===== src/verilog/llc_link_defines.vh =====
// Constants for the link control register bank.
//
// Contract
// - Receive-buffer-ready high allows starting information frame reception; low forbids it.
// - Register self-test bit set enters register test; cleared returns normal.
// - Loopback set routes own transmit data back into receive data input.
// - During loopback external receive data and clock pins are ignored.
// - Link-initiate high with manual disconnect low makes device start link set-up.
// - Link-initiate low: device never starts set-up, waits for remote station.
// - Duplex bit 5 low gives full duplex, high gives half duplex.
// - Interrupt output goes low when packet, block-ack or error flag sets.
// - Interrupt output is active low, returns high when event status is read.
// - Status and error registers are read-only; host writes have no effect.
`ifndef LLC_LINK_DEFINES_VH
`define LLC_LINK_DEFINES_VH

// -------------------------------------------------------------------------
// Register indices on the four address lines
// -------------------------------------------------------------------------
`define LLC_ADDR_CTRL_MAIN 4'h0
`define LLC_ADDR_CTRL_AUX 4'h1
`define LLC_ADDR_SEQ_STATUS 4'h2
`define LLC_ADDR_EVENT_STATUS 4'h3
`define LLC_ADDR_LINK_STATE 4'h4
`define LLC_ADDR_ERROR_FLAGS 4'h5

// -------------------------------------------------------------------------
// Main control register fields
// -------------------------------------------------------------------------
`define LLC_MAIN_MANUAL_DISCONNECT_BIT 0
`define LLC_MAIN_RXRDY_BIT 1
`define LLC_MAIN_SELFTEST_BIT 2
`define LLC_MAIN_LOOP_BIT 3
`define LLC_MAIN_INIT_BIT 4
`define LLC_MAIN_HALF_BIT 5
`define LLC_MAIN_DISCONNECT_BEFORE_SETUP_BIT 7
`define LLC_MAIN_WMASK 8'hbf
`define LLC_MAIN_RESET 8'h01

// -------------------------------------------------------------------------
// Auxiliary control register fields
// -------------------------------------------------------------------------
`define LLC_AUX_WMASK 8'hf1
`define LLC_AUX_RESET 8'h00

// -------------------------------------------------------------------------
// Event status register fields
// -------------------------------------------------------------------------
`define LLC_EVT_PKR_BIT 7
`define LLC_EVT_XBA_BIT 6
`define LLC_EVT_ERR_BIT 5
`define LLC_EVT_RESET 3'h0

// -------------------------------------------------------------------------
// Link set-up sequencer states
// -------------------------------------------------------------------------
`define LLC_ST_IDLE 3'h0
`define LLC_ST_SEND_DISC 3'h1
`define LLC_ST_WAIT_DISC 3'h2
`define LLC_ST_SEND_SABM 3'h3
`define LLC_ST_WAIT_SABM 3'h4
`define LLC_ST_UP 3'h5

`endif


===== src/verilog/llc_reg_bank.v =====
// Control, status and error register bank with loopback and interrupt logic.
`default_nettype none
`include "llc_link_defines.vh"

module llc_reg_bank (
	input wire core_clk,
	input wire rst_n,
	// Host register bus, asynchronous to the core clock.
	input wire cs_n,
	input wire we_n,
	input wire re_n,
	input wire [3:0] ia,
	input wire [7:0] data_in,
	output reg [7:0] data_out_ff,
	output reg data_oe_ff,
	// Serial link pins and the internal transmit bit used by loopback.
	input wire serial_rx_data,
	input wire serial_rx_clock,
	input wire serial_tx_data,
	input wire tx_bit_strobe,
	// Recovered receive bit and its valid strobe.
	output reg rx_bit_ff,
	output reg rx_bit_valid_ff,
	// Events and status levels from the frame logic.
	input wire packet_received_evt,
	input wire transmit_block_ack_evt,
	input wire error_evt,
	input wire [2:0] next_expected_seq,
	input wire [7:0] seq_status_in,
	input wire retry_timer_expired,
	input wire idle_rts_status,
	input wire rec_idle,
	input wire [7:0] error_flags_in,
	// Link set-up events from the frame logic.
	input wire remote_setup_rcvd,
	input wire ack_rcvd,
	input wire link_lost,
	// Interrupt request and mode outputs.
	output reg interrupt_request_n_ff,
	output reg receive_buffer_ready_ff,
	output reg register_self_test_ff,
	output reg loopback_ff,
	output reg half_duplex_ff,
	output reg dma_enable_ff,
	output reg [7:0] link_control_aux_ff,
	// Set-up command strobes and link state.
	output reg send_disc_ff,
	output reg send_sabm_ff,
	output reg send_ack_ff,
	output reg link_up_ff
);

	// -----------------------------------------------------------------
	// Pin synchronisers
	// -----------------------------------------------------------------
	// Host strobes and link pins come from outside the clock domain; only
	// the second stage is read, and strobes reset to their idle level.
	reg [14:0] pin_s1_ff;
	reg [14:0] pin_s2_ff;
	reg [1:0] ext_rx_s1_ff;
	reg [1:0] ext_rx_s2_ff;

	always @(posedge core_clk) begin
		if (!rst_n) begin
			pin_s1_ff <= 15'h7000;
			pin_s2_ff <= 15'h7000;
			ext_rx_s1_ff <= 2'h0;
			ext_rx_s2_ff <= 2'h0;
		end else begin
			pin_s1_ff <= {cs_n, we_n, re_n, ia, data_in};
			pin_s2_ff <= pin_s1_ff;
			ext_rx_s1_ff <= {serial_rx_clock, serial_rx_data};
			ext_rx_s2_ff <= ext_rx_s1_ff;
		end
	end

	// The host strobes are active low on the pins.
	wire cs_s = ~pin_s2_ff[14];
	wire we_s = ~pin_s2_ff[13];
	wire re_s = ~pin_s2_ff[12];
	wire [3:0] ia_s = pin_s2_ff[11:8];
	wire [7:0] din_s = pin_s2_ff[7:0];

	// -----------------------------------------------------------------
	// Host strobe edges
	// -----------------------------------------------------------------
	// A write is committed when the strobe ends, using the index and data
	// captured while it stood; a read begins when the strobe rises.
	reg wr_act_ff;
	reg rd_act_ff;
	reg [3:0] wr_addr_ff;
	reg [7:0] wr_data_ff;

	wire wr_act = cs_s & we_s;
	wire rd_act = cs_s & re_s;
	wire wr_done = wr_act_ff & ~wr_act;
	wire rd_start = rd_act & ~rd_act_ff;

	always @(posedge core_clk) begin
		if (!rst_n) begin
			wr_act_ff <= 1'b0;
			rd_act_ff <= 1'b0;
			wr_addr_ff <= 4'h0;
			wr_data_ff <= 8'h00;
		end else begin
			wr_act_ff <= wr_act;
			rd_act_ff <= rd_act;
			if (wr_act) begin
				wr_addr_ff <= ia_s;
				wr_data_ff <= din_s;
			end
		end
	end

	// -----------------------------------------------------------------
	// Write decode
	// -----------------------------------------------------------------
	// Only the two control registers accept writes; every other index,
	// including the status and error registers, drops the write.
	function [1:0] write_sel;
		input [3:0] addr;
		begin
			case (addr)
			`LLC_ADDR_CTRL_MAIN: write_sel = 2'h1;
			`LLC_ADDR_CTRL_AUX: write_sel = 2'h2;
			default: write_sel = 2'h0;
			endcase
		end
	endfunction

	wire [1:0] wr_sel = write_sel(wr_addr_ff);
	wire wr_main = wr_done & wr_sel[0];
	wire wr_aux = wr_done & wr_sel[1];

	// -----------------------------------------------------------------
	// Control registers
	// -----------------------------------------------------------------
	reg [7:0] link_control_main_ff;

	always @(posedge core_clk) begin
		if (!rst_n) begin
			link_control_main_ff <= `LLC_MAIN_RESET;
			link_control_aux_ff <= `LLC_AUX_RESET;
		end else begin
			if (wr_main) begin
				link_control_main_ff <= wr_data_ff & `LLC_MAIN_WMASK;
			end
			if (wr_aux) begin
				link_control_aux_ff <= wr_data_ff & `LLC_AUX_WMASK;
			end
		end
	end

	// Control fields that steer the set-up sequencer.
	wire manual_disconnect = link_control_main_ff[`LLC_MAIN_MANUAL_DISCONNECT_BIT];
	wire link_initiate = link_control_main_ff[`LLC_MAIN_INIT_BIT];
	wire disconnect_before_setup = link_control_main_ff[`LLC_MAIN_DISCONNECT_BEFORE_SETUP_BIT];

	// -----------------------------------------------------------------
	// Mode outputs
	// -----------------------------------------------------------------
	// The mode outputs follow the control register one cycle later.
	always @(posedge core_clk) begin
		if (!rst_n) begin
			receive_buffer_ready_ff <= 1'b0;
			register_self_test_ff <= 1'b0;
			loopback_ff <= 1'b0;
			half_duplex_ff <= 1'b0;
			dma_enable_ff <= 1'b0;
		end else begin
			receive_buffer_ready_ff <= link_control_main_ff[`LLC_MAIN_RXRDY_BIT];
			register_self_test_ff <= link_control_main_ff[`LLC_MAIN_SELFTEST_BIT];
			loopback_ff <= link_control_main_ff[`LLC_MAIN_LOOP_BIT];
			half_duplex_ff <= link_control_main_ff[`LLC_MAIN_HALF_BIT];
			dma_enable_ff <= ~manual_disconnect;
		end
	end

	// -----------------------------------------------------------------
	// Receive path selection
	// -----------------------------------------------------------------
	// The external clock is sampled, so its rising edge is found two
	// cycles late; in loopback the transmit strobe stands in for it.
	reg ext_clk_d_ff;
	wire ext_rise = ext_rx_s2_ff[1] & ~ext_clk_d_ff;
	wire loop_now = link_control_main_ff[`LLC_MAIN_LOOP_BIT];

	always @(posedge core_clk) begin
		if (!rst_n) begin
			ext_clk_d_ff <= 1'b0;
			rx_bit_ff <= 1'b1;
			rx_bit_valid_ff <= 1'b0;
		end else begin
			ext_clk_d_ff <= ext_rx_s2_ff[1];
			if (loop_now) begin
				rx_bit_ff <= serial_tx_data;
				rx_bit_valid_ff <= tx_bit_strobe;
			end else begin
				rx_bit_valid_ff <= ext_rise;
				if (ext_rise) begin
					rx_bit_ff <= ext_rx_s2_ff[0];
				end
			end
		end
	end

	// -----------------------------------------------------------------
	// Event flags and interrupt
	// -----------------------------------------------------------------
	// A read of the event register clears the flags; an event in the same
	// cycle sets its flag again so it is never lost.
	reg [2:0] evt_flags_ff;
	wire evt_read = rd_start & (ia_s == `LLC_ADDR_EVENT_STATUS);
	wire [2:0] evt_in = {packet_received_evt, transmit_block_ack_evt, error_evt};
	wire [2:0] evt_next = (evt_read ? 3'h0 : evt_flags_ff) | evt_in;
	// The interrupt follows the next flag value, so it falls one cycle after the event.

	always @(posedge core_clk) begin
		if (!rst_n) begin
			evt_flags_ff <= `LLC_EVT_RESET;
			interrupt_request_n_ff <= 1'b1;
		end else begin
			evt_flags_ff <= evt_next;
			interrupt_request_n_ff <= ~(|evt_next);
		end
	end

	// -----------------------------------------------------------------
	// Link set-up sequencer
	// -----------------------------------------------------------------
	// The sequencer strobes pass one more register so that every output
	// of the block comes straight from a flip-flop.
	wire seq_disc;
	wire seq_sabm;
	wire seq_ack;
	wire seq_up;

	llc_setup_seq u_setup (
		.core_clk(core_clk),
		.rst_n(rst_n),
		.manual_disconnect(manual_disconnect),
		.link_initiate(link_initiate),
		.disconnect_before_setup(disconnect_before_setup),
		.remote_setup_rcvd(remote_setup_rcvd),
		.ack_rcvd(ack_rcvd),
		.link_lost(link_lost),
		.send_disc_ff(seq_disc),
		.send_sabm_ff(seq_sabm),
		.send_ack_ff(seq_ack),
		.link_up_ff(seq_up),
		.state_ff()
	);

	always @(posedge core_clk) begin
		if (!rst_n) begin
			send_disc_ff <= 1'b0;
			send_sabm_ff <= 1'b0;
			send_ack_ff <= 1'b0;
			link_up_ff <= 1'b0;
		end else begin
			send_disc_ff <= seq_disc;
			send_sabm_ff <= seq_sabm;
			send_ack_ff <= seq_ack;
			link_up_ff <= seq_up;
		end
	end

	// -----------------------------------------------------------------
	// Read data
	// -----------------------------------------------------------------
	// Unused indices read as zero.
	function [7:0] read_mux;
		input [3:0] addr;
		begin
			case (addr)
			`LLC_ADDR_CTRL_MAIN: read_mux = link_control_main_ff;
			`LLC_ADDR_CTRL_AUX: read_mux = link_control_aux_ff;
			`LLC_ADDR_SEQ_STATUS: read_mux = seq_status_in;
			`LLC_ADDR_EVENT_STATUS: read_mux = {evt_flags_ff, 1'b0, next_expected_seq, 1'b0};
			`LLC_ADDR_LINK_STATE: read_mux = {retry_timer_expired, idle_rts_status, rec_idle,
				4'h0, seq_up};
			`LLC_ADDR_ERROR_FLAGS: read_mux = error_flags_in;
			default: read_mux = 8'h00;
			endcase
		end
	endfunction

	// The value is captured when the read begins so that the flag clear
	// does not alter what the host sees during the strobe.
	always @(posedge core_clk) begin
		if (!rst_n) begin
			data_out_ff <= 8'h00;
			data_oe_ff <= 1'b0;
		end else begin
			data_oe_ff <= rd_act;
			if (rd_start) begin
				data_out_ff <= read_mux(ia_s);
			end
		end
	end

endmodule // llc_reg_bank
`default_nettype wire


===== src/verilog/llc_setup_seq.v =====
// Link set-up sequencer of the link control block.
`default_nettype none
`include "llc_link_defines.vh"

module llc_setup_seq (
	input wire core_clk,
	input wire rst_n,
	input wire manual_disconnect,
	input wire link_initiate,
	input wire disconnect_before_setup,
	input wire remote_setup_rcvd,
	input wire ack_rcvd,
	input wire link_lost,
	output reg send_disc_ff,
	output reg send_sabm_ff,
	output reg send_ack_ff,
	output reg link_up_ff,
	output reg [2:0] state_ff
);

	reg [2:0] nxt_state;

	// -----------------------------------------------------------------
	// State register and command strobes
	// -----------------------------------------------------------------
	always @(posedge core_clk) begin
		if (!rst_n) begin
			state_ff <= `LLC_ST_IDLE;
			send_disc_ff <= 1'b0;
			send_sabm_ff <= 1'b0;
			send_ack_ff <= 1'b0;
			link_up_ff <= 1'b0;
		end else begin
			state_ff <= nxt_state;
			send_disc_ff <= (nxt_state == `LLC_ST_SEND_DISC);
			send_sabm_ff <= (nxt_state == `LLC_ST_SEND_SABM);
			send_ack_ff <= (state_ff == `LLC_ST_IDLE) && (nxt_state == `LLC_ST_UP);
			link_up_ff <= (nxt_state == `LLC_ST_UP);
		end
	end

	// -----------------------------------------------------------------
	// Next state
	// -----------------------------------------------------------------
	always @* begin
		nxt_state = state_ff;
		case (state_ff)
		`LLC_ST_IDLE: begin
			if (manual_disconnect) begin
				nxt_state = `LLC_ST_IDLE;
			end else if (link_initiate) begin
				nxt_state = disconnect_before_setup ? `LLC_ST_SEND_DISC : `LLC_ST_SEND_SABM;
			end else if (remote_setup_rcvd) begin
				nxt_state = `LLC_ST_UP;
			end
		end
		`LLC_ST_SEND_DISC: begin
			nxt_state = `LLC_ST_WAIT_DISC;
		end
		`LLC_ST_WAIT_DISC: begin
			if (ack_rcvd) begin
				nxt_state = `LLC_ST_SEND_SABM;
			end
		end
		`LLC_ST_SEND_SABM: begin
			nxt_state = `LLC_ST_WAIT_SABM;
		end
		`LLC_ST_WAIT_SABM: begin
			if (ack_rcvd) begin
				nxt_state = `LLC_ST_UP;
			end
		end
		`LLC_ST_UP: begin
			if (link_lost) begin
				nxt_state = `LLC_ST_IDLE;
			end
		end
		default: begin
			nxt_state = `LLC_ST_IDLE;
		end
		endcase
		if (manual_disconnect) begin
			nxt_state = `LLC_ST_IDLE;
		end
	end

endmodule // llc_setup_seq
`default_nettype wire

===== config.mk =====
export PLATFORM = sky130hd
export DESIGN_NAME = llc_reg_bank
export DESIGN_NICKNAME = d
export VERILOG_FILES = /design/src/verilog/llc_reg_bank.v /design/src/verilog/llc_setup_seq.v
export VERILOG_INCLUDE_DIRS = /design/src /design/src/verilog
export SDC_FILE = /design/constraint.sdc
export NUM_CORES = 1
export LEC_CHECK = 0
export ABC_AREA = 1
export BUFFER_PORTS_ARGS = -buffer_cell sky130_fd_sc_hd__buf_2
export CAP_MARGIN = 0
export CORE_AREA = 2 2 102 104
export CTS_CLUSTER_SIZE = 30
export DETAILED_ROUTE_END_ITERATION = 10
export DIE_AREA = 0 0 104 106
export PLACE_DENSITY = 0.65
export SYNTH_ARGS = -nofsm -noshare
export SYNTH_HDL_FRONTEND = slang
export SYNTH_HIERARCHICAL = 1
export SYNTH_SLANG_ARGS = --single-unit

===== constraint.sdc =====
create_clock -name core_clk -period 2.75 [get_ports core_clk]
set_input_delay 0 -clock core_clk [delete_from_list [all_inputs] [get_ports core_clk]]
set_output_delay 0 -clock core_clk [all_outputs]
set_load 0.005 [all_outputs]

==> Word level (Yosys, flattened, before mapping) <==
Cells that the tools add are included.
{ "classes": {"n_eq_ne": 14, "muxes": 14, "n_bitwise": 17, "n_reduce_logical": 6} }
{ "op_table": {"columns": ["cell", "count"], "rows": [
  ["$pmux W8 S6", 1],
  ["$mux W3", 7],
  ["$pmux W3 S6", 1],
  ["$eq A3 B2 Y1 const B", 3],
  ["$eq A3 B3 Y1 const B", 3],
  ["$and A1 B1 Y1", 8],
  ["$eq A4 B1 Y1 const B", 2],
  ["$eq A4 B2 Y1 const B", 2],
  ["$eq A4 B3 Y1 const B", 2],
  ["$logic_not A4 Y1", 2],
  ["$not A1 Y1", 8],
  ["$eq A3 B1 Y1 const B", 2],
  ["$pmux W2 S2", 1],
  ["$logic_not A3 Y1", 1],
  ["$mux W1", 3],
  ["$or A3 B3 Y3", 1],
  ["$reduce_or A3 Y1", 1],
  ["$mux W2", 1],
  ["$reduce_bool A2 Y1", 1],
  ["$logic_and A1 B1 Y1", 1]
]} }
{ "totals": {"ff_bits": 91, "input_bits": 49, "output_inout_bits": 29, "word_cells": 81} }

==> Longest topological paths before layout <==
{ "logic_depth": {"ltp_word": 8, "depth_mapped": 10, "depth_no_buf": 8} }

==> Modules after synthesis <==
Netlist, hierarchy kept.
{ "modules_own_cells": {"columns": ["module", "instances", "cells_per_inst", "area_per_inst_um2", "seq_area_each_um2"], "rows": [
  ["llc_reg_bank", 1, 370, 3065.4, 1681.6],
  ["llc_setup_seq", 1, 55, 355.3, 140.1]
]} }

==> Worst setup path before layout <==
No wires, ideal clock.
{ "synth_path": {"path_kind": "flip-flop to flip-flop", "start": "register wr_act_ff", "end": "register link_control_main_ff[3]", "setup_ns": 0.117, "arrival_time_ns": 1.027, "required_ns": 2.633, "setup_slack_ns": 1.605, "path_stages_with_launch": 8, "n_path_buf": 0, "period_less_slack_ns": 1.145, "cell_sequence": "dfxtp_1 inv_1 nor2_1 nand2_1 nor3_4 inv_2 o21ai_1 a21oi_1"} }
{ "synth_via": {"elab_chain_len": 2} }
{ "synth_rtl": {"columns": ["item", "line", "rtl"], "rows": [
  ["start, declared", "llc_reg_bank.v:89", "reg wr_act_ff;"],
  ["start signal, assigned", "llc_reg_bank.v:106", "wr_act_ff <= wr_act;"],
  ["$and A1 B1 Y1", "llc_reg_bank.v:96", "wire wr_done = wr_act_ff & ~wr_act;"],
  ["$and A1 B1 Y1", "llc_reg_bank.v:132", "wire wr_main = wr_done & wr_sel[0];"],
  ["end signal, assigned", "llc_reg_bank.v:142", "link_control_main_ff <= `LLC_MAIN_RESET;"],
  ["end signal, assigned", "llc_reg_bank.v:146", "link_control_main_ff <= wr_data_ff & `LLC_MAIN_WMASK;"],
  ["end, declared", "llc_reg_bank.v:138", "reg [7:0] link_control_main_ff;"]
]} }
Every way passes these cells.
A chain may end at the register's enable or synchronous reset.

==> Worst setup path in the final report <==
{ "layout_path": {"start": "register pin_s2_ff[14]", "end": "register link_control_aux_ff[6]"} }
{ "layout_via": {"elab_chain_len": 5} }
{ "layout_rtl": {"columns": ["item", "line", "rtl"], "rows": [
  ["start, declared", "llc_reg_bank.v:59", "reg [14:0] pin_s2_ff;"],
  ["start signal, assigned", "llc_reg_bank.v:71", "pin_s2_ff <= pin_s1_ff;"],
  ["$not A1 Y1", "llc_reg_bank.v:78", "wire cs_s = ~pin_s2_ff[14];"],
  ["$and A1 B1 Y1", "llc_reg_bank.v:94", "wire wr_act = cs_s & we_s;"],
  ["$not A1 Y1", "llc_reg_bank.v:96", null],
  ["$and A1 B1 Y1", "llc_reg_bank.v:96", null],
  ["$and A1 B1 Y1", "llc_reg_bank.v:133", "wire wr_aux = wr_done & wr_sel[1];"],
  ["end signal, assigned", "llc_reg_bank.v:143", "link_control_aux_ff <= `LLC_AUX_RESET;"],
  ["end signal, assigned", "llc_reg_bank.v:149", "link_control_aux_ff <= wr_data_ff & `LLC_AUX_WMASK;"],
  ["end, declared", "llc_reg_bank.v:45", "output reg [7:0] link_control_aux_ff,"]
]} }
Every way passes these cells.

==> results.json <==
{
  "worst_slew_margin_rel_pct": 59.0,
  "critical_path.endpoint_type": "flip-flop",
  "dr_total_vias": 2847,
  "pin_count_of_the_biggest_net_entering_global_routing": 62,
  "layout_commonest_cell": "sky130_fd_sc_hd__dfxtp_1",
  "worst_clock_skew_ps": 10.6,
  "drt_pre_antenna_iters": 4,
  "postPlaceCellArea_mm2": 0.00384,
  "status": "complete, no violations",
  "pin_count": 78,
  "synth_simple_gate_area_share_pct": 26.2,
  "syn_inst": 425,
  "post_synth_instance_area_mm2": 0.00342,
  "vdd_drop_max_mv": 0.201,
  "final.period_utilization_pct": 56.6,
  "gp_congestion": 0.870,
  "drt-initial-drc-count": 118,
  "ctsHtreeMaxLevel": 3,
  "hold_viol": 0,
  "grt_first_pass_wirelength_um": 11800,
  "die_width_um": 104,
  "timing_max_transition_violations_final": 0,
  "root_buffer": "sky130_fd_sc_hd__clkbuf_8",
  "placement.io_buffers": 74,
  "worst_path_max_fanout": 16,
  "cpMaxStageDelayCell": "sky130_fd_sc_hd__nor2_2",
  "clock.fmax_ghz": 0.643,
  "wl_per_cell_um": 10.8,
  "maxcap_violations": 0,
  "power_density_cells_mw_per_mm2": 569,
  "std_cell_rows": 37,
  "post-dp-hpwl_um": 5150,
  "initial_antenna_violation_count": 0,
  "hold_class": "in -> reg",
  "share_of_the_synthesized_area_in_compound_gates_ao_oa_aoi_oai_pct": 9.07,
  "syn_to_final_growth_pct": 24.4,
  "num_antenna_cells": 0,
  "design.final.nets": 563,
  "crit_required_ps": 3000,
  "total_negative_slack_ps": 0,
  "stdcell_area_mm2": 0.00425,
  "synth_seq_cells": 91,
  "report.final.setup_viol": 0,
  "worstSetupStartpoint": "pin_s2_ff[14]",
  "finalWirelength_um": 7090,
  "die_h_um": 106,
  "cp.arrival_ps": 1800,
  "via_per_inst": 4.35,
  "postRouteAntennaNets": 0,
  "yosysUniqueCellTypes": 27,
  "leakage_uw": 0.00214,
  "grt_pass1_vias": 2619,
  "tot_gr_track_use_pct": 13.3,
  "kind_of_cell_adding_the_most_delay_to_the_critical_path": "simple AND/OR/NAND/NOR gates",
  "post_cts.resized_instances": 0,
  "synth_warnings": 6,
  "ctsLongestPathBuffers": 2,
  "critical_path.startpoint_type": "flip-flop",
  "core_area_mm2": 0.0100,
  "cts_tree": "yes",
  "timing.critical_path.cells": "nor2_2 > inv_2 > nand2_1 > nor2_4 > o21ai_1 > a21oi_1",
  "worst_slew_pin_slew_ps": 614,
  "layout.cells.most_common_list": "91 x sky130_fd_sc_hd__dfxtp_1, 79 x sky130_fd_sc_hd__nand2_1, 74 x sky130_fd_sc_hd__buf_2",
  "synth.avg_cell_area_um2": 8.05,
  "critical-path-max-stage-delay_ps": 440,
  "post-route-min-period_ps": 1560,
  "combinational_family_with_the_most_area_after_synthesis": "simple AND/OR/NAND/NOR gates",
  "path_buf_inv": 1,
  "post_synth_xor_area_fraction_pct": 0,
  "remaining_drc_errors": 0,
  "clock-sinks": 91,
  "startpoint_of_the_worst_slack_reg_to_reg_timing_path": "pin_s2_ff[14]",
  "initial_utilization_pct": 34.2,
  "worst-setup-path-type": "reg -> reg",
  "grt_remaining_overflow": 0,
  "clock_latency_on_the_worst_skew_pair_ps": 360,
  "holdCritStartpoint": "serial_tx_data",
  "final_layout_size_suffix_gt1_share_pct": 22.8,
  "synth.mux.area_fraction_pct": 0,
  "unrepaired_setup_endpoints_after_global_routing": "no",
  "adder_and_majority_cell_fraction_of_the_synthesized_area_pct": 0,
  "worst_setup_hold_path_clk_slew_ps": 90,
  "cts-buffers-inserted": 9,
  "seq_area_frac_synth_pct": 53.3,
  "die-area_mm2": 0.0110
}
-- synth_stat cells --
cell	count	area, um2
sky130_fd_sc_hd__dfxtp_1	91	1820
sky130_fd_sc_hd__nand2_1	79	297
sky130_fd_sc_hd__inv_1	59	221
sky130_fd_sc_hd__nand3_1	43	215
sky130_fd_sc_hd__nor2_1	33	124
sky130_fd_sc_hd__a21oi_1	28	140
sky130_fd_sc_hd__o21ai_0	14	70.1
sky130_fd_sc_hd__nand4_1	11	68.8
sky130_fd_sc_hd__o21ai_1	11	55.1
sky130_fd_sc_hd__clkbuf_1	8	30.0
sky130_fd_sc_hd__inv_2	6	22.5
sky130_fd_sc_hd__or2_2	6	37.5
sky130_fd_sc_hd__buf_4	5	37.5
sky130_fd_sc_hd__buf_6	5	56.3
sky130_fd_sc_hd__nor2_4	5	56.3
sky130_fd_sc_hd__buf_2	3	15.0
sky130_fd_sc_hd__nand3_2	3	30.0
sky130_fd_sc_hd__nor2_2	3	18.8
sky130_fd_sc_hd__a211oi_1	2	15.0
sky130_fd_sc_hd__nor3_1	2	10.0
sky130_fd_sc_hd__nor3_4	2	32.5
sky130_fd_sc_hd__a21oi_2	1	8.76
sky130_fd_sc_hd__conb_1	1	3.75
sky130_fd_sc_hd__inv_4	1	6.26
sky130_fd_sc_hd__o211ai_2	1	12.5
sky130_fd_sc_hd__o311ai_0	1	8.76
sky130_fd_sc_hd__or2_0	1	6.26
-- per-layer routing --
layer  routed length, um  up-vias  global-route usage (%)  share of wire, %
li1                    -     1512                       -                 -
met1                3400     1242                    16.8                48
met2                3130       81                    21.2                44
met3                 396       12                    3.07               5.6
met4                 160        0                    7.14               2.3
met5                   0        -                       0                 0
-- worst min-delay path, delay by kind of cell --
family          cells  cell delay, ps
compound gates      1             130
buf+inv             1             100
simple gates        1              80
-- cells by family (layout without fill, tap and decap cells) --
family,after synthesis,count (layout)
simple gates,188,188
compound gates,58,58
flops,91,91
other cells,1,3
buf+inv,87,178
-- flip-flops by register name (all words and copies together), names as in the netlist, 4 cells and up --
name	flops
pin_s2_ff	15
pin_s1_ff	15
link_control_main_ff	7
wr_addr_ff	4
wr_data_ff	8
data_out_ff	8
link_control_aux_ff	5
-- path summary, 6_finish.rpt --
kind,end,slack (ps),depth (start not counted)
setup reg to reg,link_control_aux_ff[6],1190,6
setup / recovery,link_control_aux_ff[6],1190,6
hold / removal,rx_bit_ff,10,3
hold reg to reg,ext_rx_s2_ff[0],400,2
-- timing repair --
item	in CTS	in global routing
hold endpoints to repair	28	0
buffers inserted	0	0
hold buffers	22	0
-- where the power goes --
group / internal (uW) / total (uW) / switching [uW]
logic: 73.7 / 153 / 78.9
clock network: 426 / 899 / 473
registers: 1350 / 1370 / 17.9
-- area by class of cell --
cell class,count,area (um2)
clock buffers,9,124
clock inverters,6,72.6
fillers,1077,5750
inverters,66,250
multi-input cells,249,1220
flip-flops and latches,91,1820
well taps,136,170
repair buffers,97,598
-- per-stage QoR --
stage	hold WS, ps	utilization (%)	setup WS (ps)	cells	total power [uW]
after floorplan	97.6	-	1610	427	1480
after global placement	183	38.4	1260	617	1530
after detailed placement	185	38.4	1200	617	1530
after CTS	3.69	42.5	1180	654	2460
after global routing	15.6	42.5	1000	654	2540
final	10.5	42.5	1190	654	2420
Power figures use the tool's default switching activity.
